`src/sar_regs.vh`:
```
// offsets, fields, reset values and counts of the successive approximation register
`ifndef SAR_REGS_VH
`define SAR_REGS_VH

// register byte offsets on the avalon slave
`define SAR_CTRL_OFS        4'h0
`define SAR_STATUS_OFS      4'h4

// control register fields
`define SAR_CTRL_MODE_BIT   0
`define SAR_CTRL_START_BIT  1
`define SAR_CTRL_RESET      32'h00000000

// status register fields
`define SAR_STAT_RES_LSB    0
`define SAR_STAT_EOC_BIT    8
`define SAR_STAT_BUSY_BIT   9
`define SAR_STAT_SOUT_BIT   10

// result word
`define SAR_WIDTH           8
`define SAR_RESULT_RESET    8'h00

// comparator input stage depth
`define SAR_SYNC_STAGES     2

`endif

```
`src/sar_cmp_input.v`:
```
// comparator decision input stage: synchroniser and hysteresis filter
`default_nettype none

module sar_cmp_input #(
   parameter FILTER = 1
) (
   input  wire CLK,
   input  wire RSTN,
   input  wire COMP_IN,
   output reg  COMP_OUT
);

   reg meta_reg;   // first stage, read only by sync_reg
   reg sync_reg;
   reg prev_reg;

   // two-flop synchroniser, then a change is accepted only when two samples agree
   always @(posedge CLK) begin
      if (!RSTN) begin
         meta_reg <= 1'b0;
         sync_reg <= 1'b0;
         prev_reg <= 1'b0;
         COMP_OUT <= 1'b0;
      end else begin
         meta_reg <= COMP_IN;
         sync_reg <= meta_reg;
         prev_reg <= sync_reg;
         if (FILTER == 0 || sync_reg == prev_reg) begin
            COMP_OUT <= sync_reg;
         end
      end
   end

endmodule // sar_cmp_input

`default_nettype wire

```
`src/sar_core.v`:
```
// successive approximation register with avalon-mm control and status
//
// Summary of operation
// - all inputs are captured on rising clock edges; RSTN is also sampled on falling edges for end_of_convert.
// - start_convert low then high on consecutive edges starts a conversion.
// - comparator decision passes a hysteresis stage and synchroniser first.
// - clear_hold asserted clears result and serial output at the next rising edge; end_of_convert clears at the falling edge after it.
// - after clear_hold releases with start_convert low, stay cleared until it goes high.
// - result bits set high in turn, then cleared by comparator decision.
// - a decided bit holds until clear or new conversion.
// - end_of_convert rises on falling edge after last decision or register_shorten.
// - serial output shows each bit in the period it is decided.
// - serial output low in initial period, while cleared, second cycle after end.
// - serial inhibit inactive one cycle after end; starts inhibited for cascading.
// - with end_of_convert low and clocking, only the cleared state is stable.
// - shortening variant recirculates after end when start_convert is high.
// - end_of_convert fed back to start_convert gives free running.
// - word of at most eight bits; wider words by cascading two.
//
// The Avalon-MM register port and the placing of the registers are this design's own decisions.
`default_nettype none
`include "sar_regs.vh"

module sar_core #(
   parameter WIDTH  = `SAR_WIDTH,
   parameter FILTER = 1
) (
   input  wire             CLK,
   input  wire             RSTN,
   input  wire             START_CONVERT,
   input  wire             CLEAR_HOLD,
   input  wire             REGISTER_SHORTEN,
   input  wire             COMP_DATA,
   output reg  [WIDTH-1:0] RESULT,
   output reg              SERIAL_OUT,
   output reg              END_OF_CONVERT,
   input  wire [3:0]       AVS_ADDRESS,
   input  wire             AVS_READ,
   input  wire             AVS_WRITE,
   input  wire [31:0]      AVS_WRITEDATA,
   output reg  [31:0]      AVS_READDATA,
   output reg              AVS_WAITREQUEST
);

   // one-hot sequencer states
   localparam [4:0] ST_IDLE  = 5'b00001;
   localparam [4:0] ST_TRIAL = 5'b00010;
   localparam [4:0] ST_DONE1 = 5'b00100;
   localparam [4:0] ST_DONE2 = 5'b01000;
   localparam [4:0] ST_DONE  = 5'b10000;

   // next trial mask: move the trial bit one place toward the lsb
   function [WIDTH-1:0] next_mask;
      input [WIDTH-1:0] mask;
      begin
         next_mask = mask >> 1;
      end
   endfunction

   // decide the current bit and raise the next one
   function [WIDTH-1:0] decide;
      input [WIDTH-1:0] res;
      input [WIDTH-1:0] mask;
      input             keep;
      begin
         decide = (res & ~mask) | (keep ? mask : {WIDTH{1'b0}}) | next_mask(mask);
      end
   endfunction

   wire             cmp_dec;           // filtered, synchronised comparator decision
   reg  [4:0]       state_reg;
   reg  [4:0]       state_next;
   reg  [WIDTH-1:0] mask_reg;
   reg  [WIDTH-1:0] mask_next;
   reg  [WIDTH-1:0] result_next;
   reg              sout_next;
   reg              sc_prev_reg;
   reg              eoc_flag_reg;      // set by the final decision edge
   reg              eoc_flag_next;
   reg              mode_shorten_reg;  // 1: pin acts as register_shorten, 0: clear_hold
   reg              soft_start_reg;
   reg              start;
   reg              clear;
   reg              last;
   wire             req;
   wire             take;
   wire [8:0]       result_pad;        // result widened to the status byte, one spare bit on top

   // zero-extend the result so the status word keeps its layout for any width up to eight
   assign result_pad = {{(9-WIDTH){1'b0}}, RESULT};

   // comparator decision stage
   sar_cmp_input #(
      .FILTER   (FILTER)
   ) u_cmp (
      .CLK      (CLK),
      .RSTN     (RSTN),
      .COMP_IN  (COMP_DATA),
      .COMP_OUT (cmp_dec)
   );

   // start and clear decode, all from edge-sampled inputs
   always @* begin
      clear = !mode_shorten_reg && CLEAR_HOLD;
      start = (START_CONVERT && !sc_prev_reg) || soft_start_reg;
      // the cleared state is left once start_convert is high, or at once in shortening mode
      if (state_reg == ST_IDLE && (START_CONVERT || mode_shorten_reg)) begin
         start = 1'b1;
      end
      // shortening variant recirculates when start_convert stays high
      if (mode_shorten_reg && START_CONVERT &&
          (state_reg == ST_DONE1 || state_reg == ST_DONE2 || state_reg == ST_DONE)) begin
         start = 1'b1;
      end
      // last trial: lsb decided or register_shorten seen in shortening mode
      last = mask_reg[0] || (mode_shorten_reg && REGISTER_SHORTEN);
   end

   // sequencer, result and serial next values
   always @* begin
      state_next    = state_reg;
      mask_next     = mask_reg;
      result_next   = RESULT;
      sout_next     = SERIAL_OUT;
      eoc_flag_next = eoc_flag_reg;
      if (clear) begin
         // result, serial output and end flag forced to zero; the avalon outputs are left alone
         state_next    = ST_IDLE;
         mask_next     = {WIDTH{1'b0}};
         result_next   = {WIDTH{1'b0}};
         sout_next     = 1'b0;
         eoc_flag_next = 1'b0;
      end else if (start) begin
         // initial period: msb raised, serial inhibited
         state_next    = ST_TRIAL;
         mask_next     = {1'b1, {(WIDTH-1){1'b0}}};
         result_next   = {1'b1, {(WIDTH-1){1'b0}}};
         sout_next     = 1'b0;
         eoc_flag_next = 1'b0;
      end else begin
         case (state_reg)
            ST_IDLE: begin
               sout_next = 1'b0;
            end
            ST_TRIAL: begin
               // keep the bit on a high decision, clear on low
               result_next = decide(RESULT, mask_reg, cmp_dec);
               sout_next   = cmp_dec;
               mask_next   = next_mask(mask_reg);
               if (last) begin
                  state_next    = ST_DONE1;
                  eoc_flag_next = 1'b1;
               end
            end
            ST_DONE1: begin
               // inhibit stays off one more cycle: ninth serial bit
               sout_next  = cmp_dec;
               state_next = ST_DONE2;
            end
            ST_DONE2: begin
               sout_next  = 1'b0;
               state_next = ST_DONE;
            end
            ST_DONE: begin
               sout_next = 1'b0;
            end
            default: begin
               state_next    = ST_IDLE;
               mask_next     = {WIDTH{1'b0}};
               result_next   = {WIDTH{1'b0}};
               sout_next     = 1'b0;
               eoc_flag_next = 1'b0;
            end
         endcase
      end
   end

   // sequencer registers; decided bits hold outside the trial
   always @(posedge CLK) begin
      if (!RSTN) begin
         state_reg    <= ST_IDLE;
         mask_reg     <= {WIDTH{1'b0}};
         RESULT       <= {WIDTH{1'b0}};
         SERIAL_OUT   <= 1'b0;
         eoc_flag_reg <= 1'b0;
         sc_prev_reg  <= 1'b0;
      end else begin
         state_reg    <= state_next;
         mask_reg     <= mask_next;
         RESULT       <= result_next;
         SERIAL_OUT   <= sout_next;
         eoc_flag_reg <= eoc_flag_next;
         sc_prev_reg  <= START_CONVERT;
      end
   end

   // end flag moves to the output on the falling edge, after the data settle
   always @(negedge CLK) begin
      if (!RSTN) begin
         END_OF_CONVERT <= 1'b0;
      end else begin
         END_OF_CONVERT <= eoc_flag_reg;
      end
   end

   // avalon slave: one wait cycle, then the request is taken
   assign req  = AVS_READ || AVS_WRITE;
   assign take = req && !AVS_WAITREQUEST;

   always @(posedge CLK) begin
      if (!RSTN) begin
         AVS_WAITREQUEST  <= 1'b1;
         AVS_READDATA     <= 32'h00000000;
         mode_shorten_reg <= |(`SAR_CTRL_RESET & (32'h00000001 << `SAR_CTRL_MODE_BIT));
         soft_start_reg   <= 1'b0;
      end else begin
         AVS_WAITREQUEST <= !(req && AVS_WAITREQUEST);
         soft_start_reg  <= 1'b0;
         // read data loaded as waitrequest drops, stable at the taking edge
         if (AVS_READ && AVS_WAITREQUEST) begin
            case (AVS_ADDRESS)
               `SAR_CTRL_OFS: begin
                  AVS_READDATA <= {31'h00000000, mode_shorten_reg};
               end
               `SAR_STATUS_OFS: begin
                  AVS_READDATA <= {21'h000000, SERIAL_OUT, state_reg == ST_TRIAL,
                                   END_OF_CONVERT, result_pad[7:0]};
               end
               default: begin
                  AVS_READDATA <= 32'h00000000;
               end
            endcase
         end
         // writes land at the taking edge; unmapped writes are dropped
         if (take && AVS_WRITE && AVS_ADDRESS == `SAR_CTRL_OFS) begin
            mode_shorten_reg <= AVS_WRITEDATA[`SAR_CTRL_MODE_BIT];
            soft_start_reg   <= AVS_WRITEDATA[`SAR_CTRL_START_BIT];
         end
      end
   end

endmodule // sar_core

`default_nettype wire

```
`config.mk`:
```
export PLATFORM = sky130hd
export DESIGN_NAME = sar_core
export DESIGN_NICKNAME = d
export VERILOG_FILES = /design/src/sar_cmp_input.v /design/src/sar_core.v
export VERILOG_INCLUDE_DIRS = /design/src
export SDC_FILE = /design/constraint.sdc
export NUM_CORES = 1
export LEC_CHECK = 0
export BUFFER_PORTS_ARGS = -buffer_cell sky130_fd_sc_hd__buf_2
export CAP_MARGIN = 20
export CELL_PAD_IN_SITES_DETAIL_PLACEMENT = 0
export CELL_PAD_IN_SITES_GLOBAL_PLACEMENT = 1
export CORE_UTILIZATION = 37
export DETAILED_ROUTE_END_ITERATION = 6
export PLACE_DENSITY = 0.81
export SLEW_MARGIN = 10
export SYNTH_ARGS = -nofsm -noshare
export SYNTH_HDL_FRONTEND = slang
export SYNTH_SLANG_ARGS = --single-unit
```
`constraint.sdc`:
```
create_clock -name CLK -period 4 [get_ports CLK]
set_input_delay 0.8 -clock CLK [delete_from_list [all_inputs] [get_ports CLK]]
set_output_delay 0.8 -clock CLK [all_outputs]
set_load 0.005 [all_outputs]
```
* After elaboration in Yosys (flattened, before gate mapping)
Index checks and enable logic that the tools add are counted.
** Storage, ports and cells
- Flip-flop bits (word level) :: 64
- Bits of input ports :: 44
- Output and inout port bits :: 43
- Logic and storage cells :: 82
** Cells by class
- Equality and inequality tests :: 11
- Multiplexer cells :: 13
- Bitwise logic cells :: 8
- Reductions and logical operators :: 32
** Operators by type and width (count)
- $pmux 8 s2 :: 2
- $mux 8 :: 3
- $pmux 11 s2 :: 1
- $pmux 5 s4 :: 1
- $logic_and 1x1->1 :: 11
- $and 8x8->8 :: 1
- $not 8->8 :: 1
- $or 8x7->8 :: 1
- $or 8x8->8 :: 1
- $reduce_and 2->1 :: 4
- $reduce_or 4->1 :: 2
- $logic_or 1x1->1 :: 6
- $reduce_or 2->1 :: 3
- $eq 5x1->1 const B :: 1
- $eq 5x2->1 const B :: 1
- $eq 5x3->1 const B :: 1
- $eq 5x4->1 const B :: 1
- $eq 5x5->1 const B :: 1
- $mux 5 :: 1
- $eq 4x3->1 const B :: 1
- $logic_not 1->1 :: 4
- $logic_not 4->1 :: 1
- $ne 2x1->1 const B :: 2
- $not 1->1 :: 4
- 7 further kinds :: 9

* Logic depth before layout (Yosys ltp)
Gate-level depths: netlist (run 1).
- Depth after elaboration :: 7
- Gate-level depth with buffers :: 7
- Depth with buffers taken out :: 5

* Hierarchy
From an unflattened synthesis (run 1), not the netlist that was laid out.
** Second synthesis, totals
- Cell total of the unflattened synthesis :: 217
- Area total of the unflattened synthesis :: 1913.1 um2
** By module, submodules not included
- sar_core :: instances 1, cells each 207, area each 1794.2 um2
- sar_cmp_input :: instances 1, cells each 10, area each 118.9 um2

==> flow_summary.toml, run 1 <==
[status]
status = "complete, no violations"

[critical_path]
worst-r2r-setup-slack_ps = 1330
worstRegToRegCells = 2
crit_start = "END_OF_CONVERT$_SDFF_NN0_"
worstPathCellList = "buf_2"
slowest_delay_ps = 320
crit_buf_inv = 1
timing.critical_path.slowest_stage_cell = "dfxtp_1"
cp.arrival_ps = 2770
timing_worst_setup_path_type = "reg -> out"
crit-reg2reg-capture = "AVS_READDATA[8]$_SDFFE_PN0P_"
worstSetupStartpointType = "register"
startpoint_of_the_worst_slack_reg_to_reg_timing_path = "END_OF_CONVERT$_SDFF_NN0_"
largest_delay_contributor_family_on_the_critical_path = "flip-flops"
critical_path_depth = 1
endpoint_kind = "primary output"
capturing_instance_or_port_of_the_critical_path = "END_OF_CONVERT"
worst-path-max-fanout = 2
cp_data_required_time_ps = 3200

[logic_synthesis]
synth.yosys.seq_area_share_pct = 42.3
yosysUniqueCellTypes = 44
synth.top_cell.area_share_pct = 42.3
synth_area_mm2 = 0.00204
avgSynthCellArea_um2 = 9.01
yosys.area.top_type = "dfxtp_1"
dominantRegCellSynth = "dfxtp_1"
synth_seq_cells = 43
syn_inst = 226
yosysWarnings = 0
synthArstFlopShare_pct = 0
post_synth_main_area_contributors = "dfxtp_1 42%, buf_4 8.1%, a21oi_1 4.9%"
post_synth_edffs = 0

[sta]
timing_max_transition_violations_final = 0
setup_tns_ps = 0
max_slew_headroom_pct = 54.9
rsz0062_at_grt = "no"
worstMarginPinSlew_ps = 673
final_number_of_setup_violating_endpoints = 0
finalHoldViolCount = 0
skew_ps = 54.7

[finish]
area.sequential_um2 = 861
antenna-diode-count = 0
finish.net_count = 301
area_of_the_multi_input_gates_mm2 = 0.00100
layout_stage_area_growth_over_the_synthesis_result_pct = 10.7
nFillCells = 531
finalNonFillerCells = 328
largest_reg_flops = 11
drive_gt1_share_pct = 22.5

[global_route]
grt-busiest-layer = "met2"
maximum_number_of_pins_on_one_net_before_global_route_repair = 22
gr-usage-all-layers_pct = 14.5
gr-usage-met1_pct = 18.6
groute.layer.met2.usage_pct = 23.8
globalRoute.totalOverflow = 0
globalRouteMet3Util_pct = 2.75
first_global_vias = 1437
grt_pass1_wl_um = 6770
grt_antenna_before_repair = 0

[placed_design]
place_congestion = 0.773
port-buffer-count = 35
placed_cells_incl_taps = 320
hpwl_dp_um = 2790

[clock_network]
postCtsSetupBuffers = 0
cts_sinks = 43
cts_made_buffers = 5
clkTransAtPathRegs_ps = 80
postCtsResizedCells = 0
count_of_hold_fix_buffers_inserted_at_cts = 0
htreeDepth = 2
cts.path.max_buffers = 2
clkLatencyLatePin_ps = 340
clock-root-buffer = "clkbuf_8"
tritoncts_clock_tree = "yes"

[die]
initial_core_utilization_pct = 39.1
die-height_um = 76.2
rows = 26
core-area_mm2 = 0.00520
ios = 87
design.die.area_mm2 = 0.00580
floorplan.die.width_um = 76.2

[route]
drt_first_pass_iters = 4
drc = 0
wl_um = 4010
routed_via_count = 1583
wire_per_inst_um = 12.2
drtAntennaViolNets = 0
detail_route.vias_per_cell = 4.83
drt_iter0_markers = 79

[power_and_ir_drop]
power.static_leakage_nw = 0.907
worst_vdd_drop_uv = 138
power_per_cell_area_mw_per_mm2 = 359

[worst_hold_path]
timing.hold.worst.class = "reg -> reg"

[run]
max-cap-violations = 0
[kinds of logic after synthesis]
| kind of cell | count (synthesis) | share of synthesized area (%) |
|---|---|---|
| AND/OR/NAND/NOR | 91 | 26.2 |
| AO/OA/AOI/OAI | 49 | 16.8 |
| flip-flops | 43 | 42.3 |
| buffers and inverters | 37 | 12.2 |
| XOR/XNOR | 3 | 1.29 |
| multiplexers | 2 | 0.983 |
| other | 1 | 0.184 |
[layout make-up]
type | instances | share of cell area [%]
multi-input cells | 166 | 44.5
flip-flops and latches | 43 | 38.2
repair buffers | 36 | 8.11
clock buffers | 7 | 4.33
well taps | 70 | 3.89
inverters | 4 | 0.666
clock inverters | 2 | 0.333
[synthesized netlist by cell type, drive strengths merged, types with 2 or more instances]
cell type	n
a22oi	11
and2	6
a32oi	2
dfxtp	43
a21oi	20
or2	5
nand2	23
nor3	11
o2bb2ai	2
inv	5
nand3	4
buf	28
nor2b	14
o21a	2
mux2i	2
o211ai	2
xor2	2
o21ai	5
nor4b	7
nor2	12
clkbuf	4
[placed cells by master (no fill, tap or decap), types with 2 or more instances in the layout]
| master | n |
|---|---|
| clkbuf_8 | 5 |
| conb_1 | 21 |
| and2_1 | 6 |
| o21ai_0 | 5 |
| xor2_1 | 2 |
| dfxtp_1 | 43 |
| nand3_1 | 3 |
| nor4b_1 | 7 |
| a22oi_1 | 11 |
| or2_2 | 5 |
| mux2i_1 | 2 |
| nor3_1 | 7 |
| a32oi_1 | 2 |
| inv_1 | 6 |
| nor3_2 | 4 |
| o21a_1 | 2 |
| buf_2 | 35 |
| nor2_1 | 12 |
| nor2b_1 | 14 |
| a21oi_1 | 20 |
| nand2_1 | 22 |
[power by group]
group / internal [mW] / switching, mW
Sequential: 0.433 / 0.00669
Clock: 0.160 / 0.143
Combinational: 0.0234 / 0.0418
[worst min-delay path by stage]
stage,from,end,slack [ps],depth (start not counted)
after global routing,u_cmp.meta_reg$_SDFF_PN0_,u_cmp.sync_reg$_SDFF_PN0_,480,1
after global placement,u_cmp.meta_reg$_SDFF_PN0_,u_cmp.sync_reg$_SDFF_PN0_,420,1
after floorplan,u_cmp.meta_reg$_SDFF_PN0_,u_cmp.sync_reg$_SDFF_PN0_,410,1
after detailed placement,u_cmp.meta_reg$_SDFF_PN0_,u_cmp.sync_reg$_SDFF_PN0_,420,1
after CTS,u_cmp.meta_reg$_SDFF_PN0_,u_cmp.sync_reg$_SDFF_PN0_,440,1
final,u_cmp.meta_reg$_SDFF_PN0_,u_cmp.sync_reg$_SDFF_PN0_,440,1
[per-stage QoR]
stage	worst slack, ps	hold slack (ps)	total power [mW]	cell area [um2]	utilization, %
global placement	781	416	0.517	2150	41.3
finish	426	440	0.808	2250	43.3
floorplan	790	412	0.516	2110	-
CTS	418	444	0.817	2250	43.3
global route	390	476	0.847	2250	43.3
detailed placement	779	424	0.518	2150	41.3
[layer usage]
metal / wire length, um / vias to the layer above
met5: 0 / -
met4: 70 / 0
met3: 177 / 6
met2: 1780 / 47
met1: 1980 / 724
li1: - / 806
Power figures use the tool's default switching activity.
==> inputs of run 2 (changes only) <==
CORE_UTILIZATION = 35   (was 37)
PLACE_DENSITY = 0.79   (was 0.81)
SYNTH_HIERARCHICAL = 1   (was unset)
==> run 2 against run 1 <==
Compared with the run above: final area down 4.2%; largest power group unchanged; utilization shrank 1.6 points; critical path type unchanged; routed wire length decreased by 5.9%; cell count fell by 2.7%; non-clock buffer count decreased by 1; combinational power fell by 17%; critical endpoint unchanged; hold slack improved by 17 ps; synthesized area fell by 6.0%; sequential power about the same.
==> flow_summary.toml, run 2 <==
[clock_network]
cts_sinks = 43
clkLatencyLatePin_ps = 350
postCtsSetupBuffers = 0
tritoncts_clock_tree = "yes"
clkTransAtPathRegs_ps = 80
clock-root-buffer = "clkbuf_8"
htreeDepth = 2
cts.path.max_buffers = 2
count_of_hold_fix_buffers_inserted_at_cts = 0
postCtsResizedCells = 0
cts_made_buffers = 5

[sta]
hold_ws_ps = 457
finalHoldViolCount = 0
worstMarginPinSlew_ps = 658
final_number_of_setup_violating_endpoints = 0
max_slew_headroom_pct = 55.9
timing_max_transition_violations_final = 0
setup_tns_ps = 0
rsz0062_at_grt = "no"
skew_ps = 51.8

[route]
drc = 0
drtAntennaViolNets = 0
wl_met1_um = 1760
routed.top_layer = "met4"
drt_iter0_markers = 67
wl_um = 3780
wire_per_inst_um = 11.8
routed_via_count = 1509
drt_first_pass_iters = 4
detail_route.vias_per_cell = 4.73
met2_length_um = 1730
met3WireLength_um = 217

[logic_synthesis]
synth_mux_area_share_pct = 1.05
synth_compound_gate_area_share_pct = 15.2
post-synth-top-count-cell = "dfxtp_1"
synth_area_mm2 = 0.00191
synth_seq_cells = 43
synthArstFlopShare_pct = 0
post_synth_edffs = 0
dominantRegCellSynth = "dfxtp_1"
fraction_of_the_mapped_netlist_area_in_adder_cells_pct = 0
synth.yosys.seq_area_share_pct = 45.0
yosysWarnings = 6
yosys.area.top_type = "dfxtp_1"
synth.top_cell.area_share_pct = 45.0
synth.cells.most_frequent = "43 x dfxtp_1, 24 x nor2_1, 22 x buf_4"
synth_top_family_by_area = "simple AND/OR/NAND/NOR gates"
synth-simple-area-share_pct = 24.4
avgSynthCellArea_um2 = 8.82
syn_inst = 217
post_synth_main_area_contributors = "dfxtp_1 45%, buf_4 8.6%, a21oi_1 4.7%"
post_synth_xor_area_fraction_pct = 1.77
yosysUniqueCellTypes = 36

[critical_path]
worstSetupStartpointType = "register"
cp_data_required_time_ps = 3200
cp.arrival_ps = 2770
critical_path_depth = 1
timing_worst_setup_path_type = "reg -> out"
endpoint_kind = "primary output"
worst-path-max-fanout = 2
timing.critical_path.slowest_stage_cell = "dfxtp_1"
worst-r2r-setup-slack_ps = 1340
crit_buf_inv = 1
worstRegToRegCells = 2
largest_delay_contributor_family_on_the_critical_path = "flip-flops"
slowest_delay_ps = 310
worstPathCellList = "buf_2"

[die]
floorplan.die.width_um = 75.9
ios = 87
rows = 26
die-height_um = 75.9
design.die.area_mm2 = 0.00577
initial_core_utilization_pct = 37.0
core-area_mm2 = 0.00517

[placed_design]
place_congestion = 0.764
port-buffer-count = 35
hpwl_dp_um = 2730

[global_route]
grt_antenna_before_repair = 0
first_global_vias = 1323
globalRoute.totalOverflow = 0
grt_pass1_wl_um = 6500
maximum_number_of_pins_on_one_net_before_global_route_repair = 17
gr-usage-all-layers_pct = 14.2

[finish]
mostFrequentLayoutCell = "dfxtp_1"
final_core_util_pct = 41.7
most-common-layout-cells = "43 x dfxtp_1, 35 x buf_2, 24 x nor2_1"
nFillCells = 532
largest_reg_flops = 11
finish.net_count = 292
antenna-diode-count = 0
layout_stage_area_growth_over_the_synthesis_result_pct = 12.8
drive_gt1_share_pct = 23.3

[run]
max-cap-violations = 0

[status]
status = "complete, no violations"

[power_and_ir_drop]
worst_vdd_drop_uv = 114
power.static_leakage_nw = 0.928
power_per_cell_area_mw_per_mm2 = 394

[worst_hold_path]
worst_hold_path.num_cells = 1
timing.hold.worst.class = "reg -> reg"
run 2: changes by cell type in the layout (fill, tap and decap cells not counted), moves of 2 or more:
cell	change
a21oi_1	-2
a32oi_1	-2
and2_1	-2
nor2_1	+12
nor2b_1	-14
nand3_1	+2
nor3_1	+2
nor4_1	+2
nand2_1	-3
and2_2	+3
nor3_2	-4
and3_1	+3
run 2: stage by stage:
step                      std cells  cell area [um2]  power [mW]  setup slack (ps)
final                           319             2160       0.849               425
after global routing            319             2160       0.891               363
after CTS                       319             2160       0.860               414
after detailed placement        311             2030       0.505               728
after global placement          311             2030       0.506               731
after floorplan                 237             1990       0.504               886
run 2: final cells by class:
cell class | count | area [um2] | area share, %
timing repair buffer | 35 | 175 | 8.12
sequential | 43 | 861 | 39.9
tap | 70 | 87.6 | 4.06
clock inverter | 2 | 10.0 | 0.464
inverter | 4 | 15.0 | 0.696
multi-input combinational | 158 | 891 | 41.3
clock buffer | 7 | 119 | 5.51
run 2: logic make-up after synthesis:
family                 Yosys count
AND/OR/NAND/NOR                 88
other                            1
flip-flops                      43
buffers and inverters           36
multiplexers                     2
AO/OA/AOI/OAI                   44
XOR/XNOR                         3
run 2: report_power, final:
| part | switching, mW | total (mW) | internal [mW] |
|---|---|---|---|
| registers | 0.00542 | 0.439 | 0.433 |
| logic | 0.0364 | 0.0539 | 0.0175 |
| clock network | 0.156 | 0.357 | 0.200 |
| total | 0.198 | 0.849 | 0.651 |
run 2: final timing paths:
kind | startpoint | to
hold reg to reg | u_cmp/meta_reg$_SDFF_PN0_ | u_cmp/sync_reg$_SDFF_PN0_
hold / removal | u_cmp/meta_reg$_SDFF_PN0_ | u_cmp/sync_reg$_SDFF_PN0_
setup reg to reg | END_OF_CONVERT$_SDFF_NN0_ | AVS_READDATA[8]$_SDFFE_PN0P_
setup / recovery | END_OF_CONVERT$_SDFF_NN0_ | END_OF_CONVERT
run 2: per-layer routing:
metal	up-vias	global-route usage, %
li1	771	-
met1	684	18.0
met3	6	4.94
met4	0	6.35
met2	48	21.8
met5	-	0
